$ cat config.mk
export PLATFORM = sky130hd
export DESIGN_NAME = cfm_top
export DESIGN_NICKNAME = d
export VERILOG_FILES = /design/src/pkg/cfm_pkg.sv /design/src/pkg/cfm_irq_if.sv /design/src/rtl/cfm_pulse.sv /design/src/rtl/cfm_top.sv
export VERILOG_INCLUDE_DIRS = /design/src /design/src/pkg
export SDC_FILE = /design/constraint.sdc
export NUM_CORES = 1
export LEC_CHECK = 0
export ABC_AREA = 0
export BUFFER_PORTS_ARGS = -buffer_cell sky130_fd_sc_hd__buf_2
export CORE_MARGIN = 2
export CORE_UTILIZATION = 51
export CTS_BUF_LIST = sky130_fd_sc_hd__clkbuf_4 sky130_fd_sc_hd__clkbuf_8
export DETAILED_ROUTE_END_ITERATION = 10
export PLACE_DENSITY_LB_ADDON = 0.12
export SLEW_MARGIN = 25
export SYNTH_ARGS = -nofsm -noshare
export SYNTH_HDL_FRONTEND = slang
export SYNTH_HIERARCHICAL = 1
export SYNTH_SLANG_ARGS = --single-unit
$ cat constraint.sdc
create_clock -name clk -period 3.1 [get_ports clk]
set_input_delay 0.775 -clock clk [delete_from_list [all_inputs] [get_ports clk]]
set_output_delay 0.775 -clock clk [all_outputs]
set_load 0.05 [all_outputs]
$ cat src/pkg/cfm_defs.svh
// Register offsets, bit positions, reset values and timing counts for the charger flag block
`ifndef CFM_DEFS_SVH
`define CFM_DEFS_SVH

// ----------------------------------------------------------------------------
// Register offsets
// ----------------------------------------------------------------------------
`define CFM_ADDR_FLAG1 8'h0F
`define CFM_ADDR_FLAG2 8'h10
`define CFM_ADDR_FAULT 8'h11
`define CFM_ADDR_MASK_A 8'h12
`define CFM_ADDR_MASK_B 8'h13

// ----------------------------------------------------------------------------
// Reset values and implemented-bit masks
// ----------------------------------------------------------------------------
`define CFM_RESET_BYTE 8'h00
`define CFM_RESET_BIT 1'b0
`define CFM_IMPL_FLAG1 8'h79
`define CFM_IMPL_FLAG2 8'h97
`define CFM_IMPL_FAULT 8'hF1
`define CFM_IMPL_MASK_A 8'hF9
`define CFM_IMPL_MASK_B 8'h97

// ----------------------------------------------------------------------------
// Field positions
// ----------------------------------------------------------------------------
`define CFM_FLT_OVP 7
`define CFM_FLT_THERMAL_SHUTDOWN 6
`define CFM_FLT_BATTERY_OVERVOLTAGE 5
`define CFM_FLT_TIMER 4
`define CFM_FLT_OUTFLT 0
`define CFM_F1_ILIM 6
`define CFM_F1_VLIM 5
`define CFM_F1_DIE_THERMAL_REGULATION 4
`define CFM_F1_WDOG 3
`define CFM_F1_CHG 0
`define CFM_MA_ADC 7
`define CFM_F2_PGOOD 7
`define CFM_F2_SRC 4
`define CFM_F2_THERM 2
`define CFM_F2_OPT 1
`define CFM_F2_SYSMIN 0

// ----------------------------------------------------------------------------
// Interrupt pulse timing and queue counter width
// ----------------------------------------------------------------------------
`define CFM_PULSE_CYCLES 64
`define CFM_GAP_CYCLES 16
`define CFM_PEND_W 4

`endif

$ cat src/pkg/cfm_pkg.sv
// Types shared by the charger flag and interrupt mask block
package cfm_pkg;

    // ------------------------------------------------------------------------
    // Data types
    // ------------------------------------------------------------------------
    typedef logic [7:0] cfm_byte_type;
    typedef logic [2:0] cfm_field_type;

    // ------------------------------------------------------------------------
    // Interrupt pulse generator states
    // ------------------------------------------------------------------------
    typedef enum logic [1:0] {
        CFM_PS_IDLE,
        CFM_PS_LOW,
        CFM_PS_GAP
    } cfm_pulse_state_type;

endpackage

$ cat src/pkg/cfm_irq_if.sv
// Interface between the flag logic and the interrupt pulse generator
`timescale 1ns/1ps
interface cfm_irq_if;
    logic evt;
    logic int_n;
    logic busy;

    modport src (
        output evt,
        input int_n,
        input busy
    );

    modport gen (
        input evt,
        output int_n,
        output busy
    );
endinterface // cfm_irq_if

$ cat src/rtl/cfm_pulse.sv
// Interrupt pulse generator: one fixed-width low pulse per queued event
`timescale 1ns/1ps
`include "cfm_defs.svh"
module cfm_pulse #(
    parameter int PULSE_CYCLES = `CFM_PULSE_CYCLES,
    parameter int GAP_CYCLES = `CFM_GAP_CYCLES,
    parameter int PEND_W = `CFM_PEND_W
) (
    input wire logic clk, // System clock
    input wire logic rst_n, // Synchronous reset, active low
    cfm_irq_if.gen irq // Event in, pulse out
);
    import cfm_pkg::*;

    localparam int CNT_W = $clog2(PULSE_CYCLES + GAP_CYCLES + 1);
    localparam logic [CNT_W-1:0] PULSE_LAST = CNT_W'(PULSE_CYCLES - 1);
    localparam logic [CNT_W-1:0] GAP_LAST = CNT_W'(GAP_CYCLES - 1);
    localparam logic [PEND_W-1:0] PEND_FULL = '1;
    localparam logic [PEND_W-1:0] PEND_ONE = PEND_W'(1);

    // ------------------------------------------------------------------------
    // Queue of events not yet signalled
    // ------------------------------------------------------------------------
    // Saturates rather than wraps: beyond the queue depth pulses merge,
    // which only costs extra reads of already-set flags.
    cfm_pulse_state_type state_r, state_nxt;
    logic [PEND_W-1:0] pend_r, pend_nxt;
    logic [CNT_W-1:0] cnt_r, cnt_nxt;
    logic start;
    logic add;

    assign start = (state_r == CFM_PS_IDLE) && (pend_r != '0);
    assign add = irq.evt && (pend_r != PEND_FULL);
    assign pend_nxt = pend_r + (add ? PEND_ONE : '0) - (start ? PEND_ONE : '0);

    // ------------------------------------------------------------------------
    // Pulse sequencing
    // ------------------------------------------------------------------------
    always_comb begin
        state_nxt = state_r;
        cnt_nxt = cnt_r;
        case (state_r)
            CFM_PS_IDLE: begin
                cnt_nxt = '0;
                if (start) begin
                    state_nxt = CFM_PS_LOW;
                end
            end
            CFM_PS_LOW: begin
                cnt_nxt = cnt_r + 1'b1;
                if (cnt_r == PULSE_LAST) begin
                    state_nxt = CFM_PS_GAP;
                    cnt_nxt = '0;
                end
            end
            CFM_PS_GAP: begin
                cnt_nxt = cnt_r + 1'b1;
                if (cnt_r == GAP_LAST) begin
                    state_nxt = CFM_PS_IDLE;
                    cnt_nxt = '0;
                end
            end
            default: begin
                state_nxt = CFM_PS_IDLE;
                cnt_nxt = '0;
            end
        endcase
    end

    always_ff @(posedge clk) begin
        if (!rst_n) begin
            state_r <= CFM_PS_IDLE;
            cnt_r <= '0;
            pend_r <= '0;
            irq.int_n <= 1'b1;
            irq.busy <= 1'b0;
        end else begin
            state_r <= state_nxt;
            cnt_r <= cnt_nxt;
            pend_r <= pend_nxt;
            irq.int_n <= (state_nxt != CFM_PS_LOW);
            irq.busy <= (state_nxt != CFM_PS_IDLE) || (pend_nxt != '0);
        end
    end
endmodule // cfm_pulse

$ cat src/rtl/cfm_top.sv
// Charger event flags, fault flags, interrupt masks and interrupt pulse output
`timescale 1ns/1ps
`include "cfm_defs.svh"
module cfm_top #(
    parameter int PULSE_CYCLES = `CFM_PULSE_CYCLES,
    parameter int GAP_CYCLES = `CFM_GAP_CYCLES,
    parameter int PEND_W = `CFM_PEND_W
) (
    input wire logic clk, // System clock, 250 MHz
    input wire logic rst_n, // Synchronous reset, active low
    // Register port from the serial control bus front end
    input wire logic reg_rd_en, // Read strobe, one cycle
    input wire logic reg_wr_en, // Write strobe, one cycle
    input wire cfm_pkg::cfm_byte_type reg_addr, // Register offset
    input wire cfm_pkg::cfm_byte_type reg_wdata, // Write data
    input wire logic reg_reset_req, // Software register reset, one cycle
    output cfm_pkg::cfm_byte_type reg_rdata_r, // Read data, held until next read
    output logic reg_ack_r, // Access taken, one cycle
    output logic reg_hit_r, // Last access hit a register of this block
    // Fault status sources
    input wire logic input_overvoltage, // Input overvoltage fault level
    input wire logic thermal_shutdown, // Thermal shutdown fault level
    input wire logic battery_overvoltage, // Battery overvoltage fault level
    input wire logic safety_timer_expired, // Charge safety timer expired level
    input wire logic output_mode_fault_status, // Output buck mode fault level
    input wire cfm_pkg::cfm_byte_type fault_int_mask, // Fault interrupt mask bits
    // Charger status sources
    input wire logic adc_done, // Conversion complete level
    input wire logic adc_one_shot, // Converter in one-shot mode
    input wire logic input_current_limit_regulation, // In input current limit
    input wire logic input_voltage_limit_regulation, // In input voltage limit
    input wire logic die_thermal_regulation, // In die thermal regulation
    input wire logic bus_watchdog_status, // Bus watchdog expired level
    input wire cfm_pkg::cfm_field_type charge_state_field, // Charge state
    input wire logic power_good, // Input power good level
    input wire cfm_pkg::cfm_field_type input_source_field, // Input source type
    input wire cfm_pkg::cfm_field_type thermistor_zone_field, // Thermistor zone
    input wire logic current_optimizer_status, // Input current optimizer status
    input wire logic system_minimum_voltage, // In system minimum regulation
    // Outputs
    output logic int_n, // Interrupt pulse, active low
    output logic flag_pending_r // Some flag bit is set
);
    import cfm_pkg::*;

    localparam int NST = 12;
    localparam int NFLAG = 24;

    // ------------------------------------------------------------------------
    // Status history for edge and change detection
    // ------------------------------------------------------------------------
    // History loads the live value during reset so a status already high
    // when reset releases does not fake an edge.
    logic [NST-1:0] st_now, st_prev_r, st_rise, st_tog;
    cfm_field_type chg_prev_r, src_prev_r, thm_prev_r;
    logic chg_changed, src_changed, thm_changed;

    assign st_now = {
        input_overvoltage,
        thermal_shutdown,
        battery_overvoltage,
        safety_timer_expired,
        output_mode_fault_status,
        adc_done,
        input_current_limit_regulation,
        input_voltage_limit_regulation,
        die_thermal_regulation,
        bus_watchdog_status,
        power_good,
        current_optimizer_status
    };

    always_ff @(posedge clk) begin
        st_prev_r <= st_now;
        chg_prev_r <= charge_state_field;
        src_prev_r <= input_source_field;
        thm_prev_r <= thermistor_zone_field;
    end

    assign st_rise = st_now & ~st_prev_r;
    assign st_tog = st_now ^ st_prev_r;
    assign chg_changed = rst_n && (charge_state_field != chg_prev_r);
    assign src_changed = rst_n && (input_source_field != src_prev_r);
    assign thm_changed = rst_n && (thermistor_zone_field != thm_prev_r);

    logic sysmin_prev_r;
    logic sysmin_edge;

    always_ff @(posedge clk) begin
        sysmin_prev_r <= system_minimum_voltage;
    end

    assign sysmin_edge = rst_n && (system_minimum_voltage != sysmin_prev_r);

    // ------------------------------------------------------------------------
    // Event set vectors, one byte per flag register
    // ------------------------------------------------------------------------
    cfm_byte_type set_fault, set_f1, set_f2;
    logic adc_evt;

    always_comb begin
        set_fault = `CFM_RESET_BYTE;
        set_fault[`CFM_FLT_OVP] = rst_n && st_rise[11];
        set_fault[`CFM_FLT_THERMAL_SHUTDOWN] = rst_n && st_rise[10];
        set_fault[`CFM_FLT_BATTERY_OVERVOLTAGE] = rst_n && st_rise[9];
        set_fault[`CFM_FLT_TIMER] = rst_n && st_rise[8];
        set_fault[`CFM_FLT_OUTFLT] = rst_n && st_rise[7];
    end

    always_comb begin
        set_f1 = `CFM_RESET_BYTE;
        set_f1[`CFM_F1_ILIM] = rst_n && st_rise[5];
        set_f1[`CFM_F1_VLIM] = rst_n && st_rise[4];
        set_f1[`CFM_F1_DIE_THERMAL_REGULATION] = rst_n && st_rise[3];
        set_f1[`CFM_F1_WDOG] = rst_n && st_rise[2];
        set_f1[`CFM_F1_CHG] = chg_changed;
    end

    always_comb begin
        set_f2 = `CFM_RESET_BYTE;
        set_f2[`CFM_F2_PGOOD] = rst_n && st_tog[1];
        set_f2[`CFM_F2_SRC] = src_changed;
        set_f2[`CFM_F2_THERM] = thm_changed;
        set_f2[`CFM_F2_OPT] = rst_n && st_rise[0];
        set_f2[`CFM_F2_SYSMIN] = sysmin_edge;
    end

    // Conversion done has no flag bit of its own; it only raises a pulse
    assign adc_evt = rst_n && st_rise[6];

    // ------------------------------------------------------------------------
    // Register decode
    // ------------------------------------------------------------------------
    logic sel_f1, sel_f2, sel_fault, sel_ma, sel_mb, sel_any;
    logic rd_f1, rd_f2, rd_fault;
    logic wr_ma, wr_mb;

    assign sel_f1 = (reg_addr == `CFM_ADDR_FLAG1);
    assign sel_f2 = (reg_addr == `CFM_ADDR_FLAG2);
    assign sel_fault = (reg_addr == `CFM_ADDR_FAULT);
    assign sel_ma = (reg_addr == `CFM_ADDR_MASK_A);
    assign sel_mb = (reg_addr == `CFM_ADDR_MASK_B);
    assign sel_any = sel_f1 || sel_f2 || sel_fault || sel_ma || sel_mb;
    assign rd_f1 = reg_rd_en && sel_f1;
    assign rd_f2 = reg_rd_en && sel_f2;
    assign rd_fault = reg_rd_en && sel_fault;
    // Writes to the flag registers are dropped: they are read only
    assign wr_ma = reg_wr_en && !reg_rd_en && sel_ma;
    assign wr_mb = reg_wr_en && !reg_rd_en && sel_mb;

    // ------------------------------------------------------------------------
    // Sticky flag bits
    // ------------------------------------------------------------------------
    // A set in the same cycle as a read clear or register reset wins, so
    // an event arriving under a read is reported by the next read.
    logic [NFLAG-1:0] flag_r, flag_nxt, set_all, clr_all, impl_all;

    assign impl_all = {`CFM_IMPL_FAULT, `CFM_IMPL_FLAG2, `CFM_IMPL_FLAG1};
    assign set_all = {set_fault, set_f2, set_f1};
    assign clr_all = {{8{rd_fault}}, {8{rd_f2}}, {8{rd_f1}}} | {NFLAG{reg_reset_req}};

    genvar gi;
    generate
        for (gi = 0; gi < NFLAG; gi++) begin : g_flag
            assign flag_nxt[gi] = impl_all[gi] && (set_all[gi] || (flag_r[gi] && !clr_all[gi]));
            always_ff @(posedge clk) begin
                if (!rst_n) begin
                    flag_r[gi] <= `CFM_RESET_BIT;
                end else begin
                    flag_r[gi] <= flag_nxt[gi];
                end
            end
        end
    endgenerate

    // ------------------------------------------------------------------------
    // Mask registers
    // ------------------------------------------------------------------------
    // Watchdog expiry is deliberately not an input: masks survive it.
    cfm_byte_type mask_a_r, mask_a_nxt, mask_b_r, mask_b_nxt;

    assign mask_a_nxt = reg_reset_req ? `CFM_RESET_BYTE
                      : wr_ma ? (reg_wdata & `CFM_IMPL_MASK_A) : mask_a_r;
    assign mask_b_nxt = reg_reset_req ? `CFM_RESET_BYTE
                      : wr_mb ? (reg_wdata & `CFM_IMPL_MASK_B) : mask_b_r;

    always_ff @(posedge clk) begin
        if (!rst_n) begin
            mask_a_r <= `CFM_RESET_BYTE;
            mask_b_r <= `CFM_RESET_BYTE;
        end else begin
            mask_a_r <= mask_a_nxt;
            mask_b_r <= mask_b_nxt;
        end
    end

    // ------------------------------------------------------------------------
    // Interrupt request
    // ------------------------------------------------------------------------
    // Mask bit positions equal flag bit positions, so each byte gates in one
    // step; all events of one cycle merge into a single pulse request.
    cfm_byte_type unmasked_f1, unmasked_f2, unmasked_fault;
    logic adc_unmasked;
    logic int_req;
    cfm_irq_if irq ();

    assign unmasked_f1 = set_f1 & ~mask_a_r;
    assign unmasked_f2 = set_f2 & ~mask_b_r;
    assign unmasked_fault = set_fault & ~fault_int_mask;
    assign adc_unmasked = adc_evt && adc_one_shot && !mask_a_r[`CFM_MA_ADC];
    assign int_req = (|unmasked_f1) || (|unmasked_f2) || (|unmasked_fault) || adc_unmasked;
    assign irq.evt = int_req;

    cfm_pulse #(
        .PULSE_CYCLES(PULSE_CYCLES),
        .GAP_CYCLES(GAP_CYCLES),
        .PEND_W(PEND_W)
    ) u_pulse (
        .clk(clk),
        .rst_n(rst_n),
        .irq(irq)
    );

    assign int_n = irq.int_n;

    // ------------------------------------------------------------------------
    // Read path
    // ------------------------------------------------------------------------
    // Read data shows the flags as they were before the clearing read.
    cfm_byte_type rdata_nxt;

    assign rdata_nxt = sel_f1 ? flag_r[7:0]
                     : sel_f2 ? flag_r[15:8]
                     : sel_fault ? flag_r[23:16]
                     : sel_ma ? mask_a_r
                     : sel_mb ? mask_b_r
                     : `CFM_RESET_BYTE;

    always_ff @(posedge clk) begin
        if (!rst_n) begin
            reg_rdata_r <= `CFM_RESET_BYTE;
            reg_ack_r <= 1'b0;
            reg_hit_r <= 1'b0;
            flag_pending_r <= 1'b0;
        end else begin
            if (reg_rd_en) begin
                reg_rdata_r <= rdata_nxt;
            end
            reg_ack_r <= reg_rd_en || reg_wr_en;
            if (reg_rd_en || reg_wr_en) begin
                reg_hit_r <= sel_any;
            end
            flag_pending_r <= |flag_nxt;
        end
    end
endmodule // cfm_top

==> flow_metrics.env <==
export IMPL_finalSetupViolations=0
export IMPL_die_w_um=82.4
export IMPL_cts_root_buf="clkbuf_8"
export IMPL_wl_per_cell_um=14.4
export IMPL_num_rows=28
export IMPL_critical_path_class="in2reg"
export IMPL_grt_max_degree=28
export IMPL_timing_hold_ws_ns=0.455
export IMPL_p_leak_nw=1.65
export IMPL_cts_made_buffers=9
export IMPL_grt_pass1_vias=2482
export IMPL_dpl_cell_area_mm2=0.00362
export IMPL_p_clk_share_pct=32.4
export IMPL_max_freq_ghz=0.352
export IMPL_layout_cells_most_common_list="dfxtp_1 (73), buf_2 (60), nor2_1 (40)"
export IMPL_post_place_ws_ns=-0.227
export IMPL_port_buffers=60
export IMPL_hold_class="reg2reg"
export IMPL_critPathMaxFanout=2
export IMPL_clkLatencyLatePin_ns=0.34
export IMPL_relSlewSlack_pct=52.2
export IMPL_slew_violations=0
export IMPL_fin_area_mm2=0.00382
export IMPL_seqPwrFrac_pct=46.0
export IMPL_place_hpwl_um=5260
export IMPL_clock_path_buffers=2
export IMPL_combinationalPowerShare_pct=21.6
export IMPL_ys_warn_count=6
export IMPL_status="completed"
export IMPL_hold_viol=0
export IMPL_met1_length_um=3240
export IMPL_firstDrtPassIters=4
export IMPL_syn_avg_cell_area_um2=9.52
export IMPL_netlist_instances=329
export IMPL_grt_ovfl_total=0
export IMPL_met2WireLength_um=3350
export IMPL_final_period_utilization_pct=91.7
export IMPL_die_y_um=82.4
export IMPL_cts_tree="yes"
export IMPL_start_kind="primary input"
export IMPL_intPower_mw=1.61
export IMPL_final_common_cell="dfxtp_1"
export IMPL_gp_congestion=0.809
export IMPL_die_area_mm2=0.00678
export IMPL_switchingPower_mw=0.665
export IMPL_antenna_cells=0
export IMPL_skew_ns=0.00861
export IMPL_synthesis_area_mm2=0.00313
export IMPL_nNetsFinal=473
export IMPL_synth_nets=393
export IMPL_critPathArrivalTime_ns=3.09
export IMPL_cp_num_buf_inv=3
export IMPL_drc=0
export IMPL_io_pins=64
export IMPL_clock_sinks=73
export IMPL_layout_setup_ws_ns=0.257
export IMPL_switching_share_pct=29.2
export IMPL_start_util_pct=52.9
export IMPL_finish_utilization_pct=64.6
export IMPL_path_cells="buf_2, nand2b_1, o22ai_1, or4_1, nor4_2, a21oi_1, nand2_1, ha_1, inv_1, ha_1, inv_1, fa_1, xnor2_1, and2_1"
export IMPL_drtAntennaViolNets=0
export IMPL_cpMaxStageDelayCell="or4_1"
export IMPL_wl_met3_um=331
export IMPL_areaGrowthSynthToFinish_pct=22.1
export IMPL_worst_path_dominant_cell_family="simple AND/OR/NAND/NOR gates"
export IMPL_grt_usage_pct=22.4
export IMPL_dr_total_vias=2609
export IMPL_powerDensity_mw_per_mm2=596
export IMPL_irDropWorstVdd_mv=0.491
export IMPL_routed_top_layer="met4"
export IMPL_worst_pin_slew_ns=0.716
export IMPL_wl_um=7060
export IMPL_core_mm2=0.00592
export IMPL_clk_pin_slew_ns=0.08
export IMPL_grt_pass1_wl_um=11400
export IMPL_vias_per_cell=5.34
export IMPL_critPathCaptureType="flop"
export IMPL_max_cap_violations=0
export IMPL_crit_required_ns=3.35
export IMPL_max_stage_delay_ns=0.51
export IMPL_drive_above_1_share_pct=25.1
export IMPL_rsz0062_at_grt="no"
export IMPL_fin_crit_ns=2.84
export IMPL_htree_levels=3
export IMPL_antenna_found_initial=0
export IMPL_drt_initial_drc_count=169
## registers in the layout (all words and copies together) (netlist names)
signal             flops
chg_prev_r             3
u_pulse/cnt_r          7
mask_a_r               6
reg_rdata_r            8
flag_r                15
reg_hit_r              1
flag_pending_r         1
st_prev_r             12
mask_b_r               5
u_pulse/state_r        2
sysmin_prev_r          1
src_prev_r             3
u_pulse/pend_r         4
reg_ack_r              1
thm_prev_r             3
u_pulse/irq.int_n      1
## stage by stage
step	power, mW	instances	TNS (ns)
after floorplan	1.41	329	0
after global placement	1.54	473	-0.206
after detailed placement	1.56	473	-0.326
after CTS	2.29	489	0
after global routing	2.39	489	0
final	2.28	489	0
## power by group through the flow
stage | sequential, mW | combinational (mW) | clock [mW]
3_3_place_gp | 1.07 | 0.475 | 0
6_report | 1.05 | 0.492 | 0.738
5_1_grt | 1.06 | 0.558 | 0.780
2_1_floorplan | 1.10 | 0.307 | 0
4_1_cts | 1.05 | 0.494 | 0.746
3_5_place_dp | 1.07 | 0.487 | 0
## per-layer routing
layer	track usage, %	up-vias
li1	-	1315
met1	27.6	1220
met2	37.3	61
met3	4.35	13
met4	10.8	0
met5	0	-
## area by class of cell
| cell class | count | area [um^2] |
|---|---|---|
| multi-input cells | 227 | 1570 |
| clock inverters | 5 | 56.3 |
| flip-flops and latches | 73 | 1460 |
| clock buffers | 11 | 139 |
| inverters | 21 | 78.8 |
| well taps | 75 | 93.8 |
| fillers | 530 | 2100 |
| repair buffers | 77 | 428 |
## final timing paths
path	from	to	slack (ns)	depth (start not counted)
max	die_thermal_regulation	u_pulse/pend_r[2]	0.26	14
max reg2reg	st_prev_r[9]	u_pulse/pend_r[2]	0.44	13
min	u_pulse/cnt_r[0]	u_pulse/cnt_r[0]	0.45	1
min reg2reg	u_pulse/cnt_r[0]	u_pulse/cnt_r[0]	0.45	1
## timing repair
action / in CTS / in global routing
hold buffers: 0 / 0
resized for setup: 0 / 1
endpoints found under the setup margin: 0 / 1
buffers inserted: 0 / 0
No activity file was read; power rests on OpenSTA's default activity.
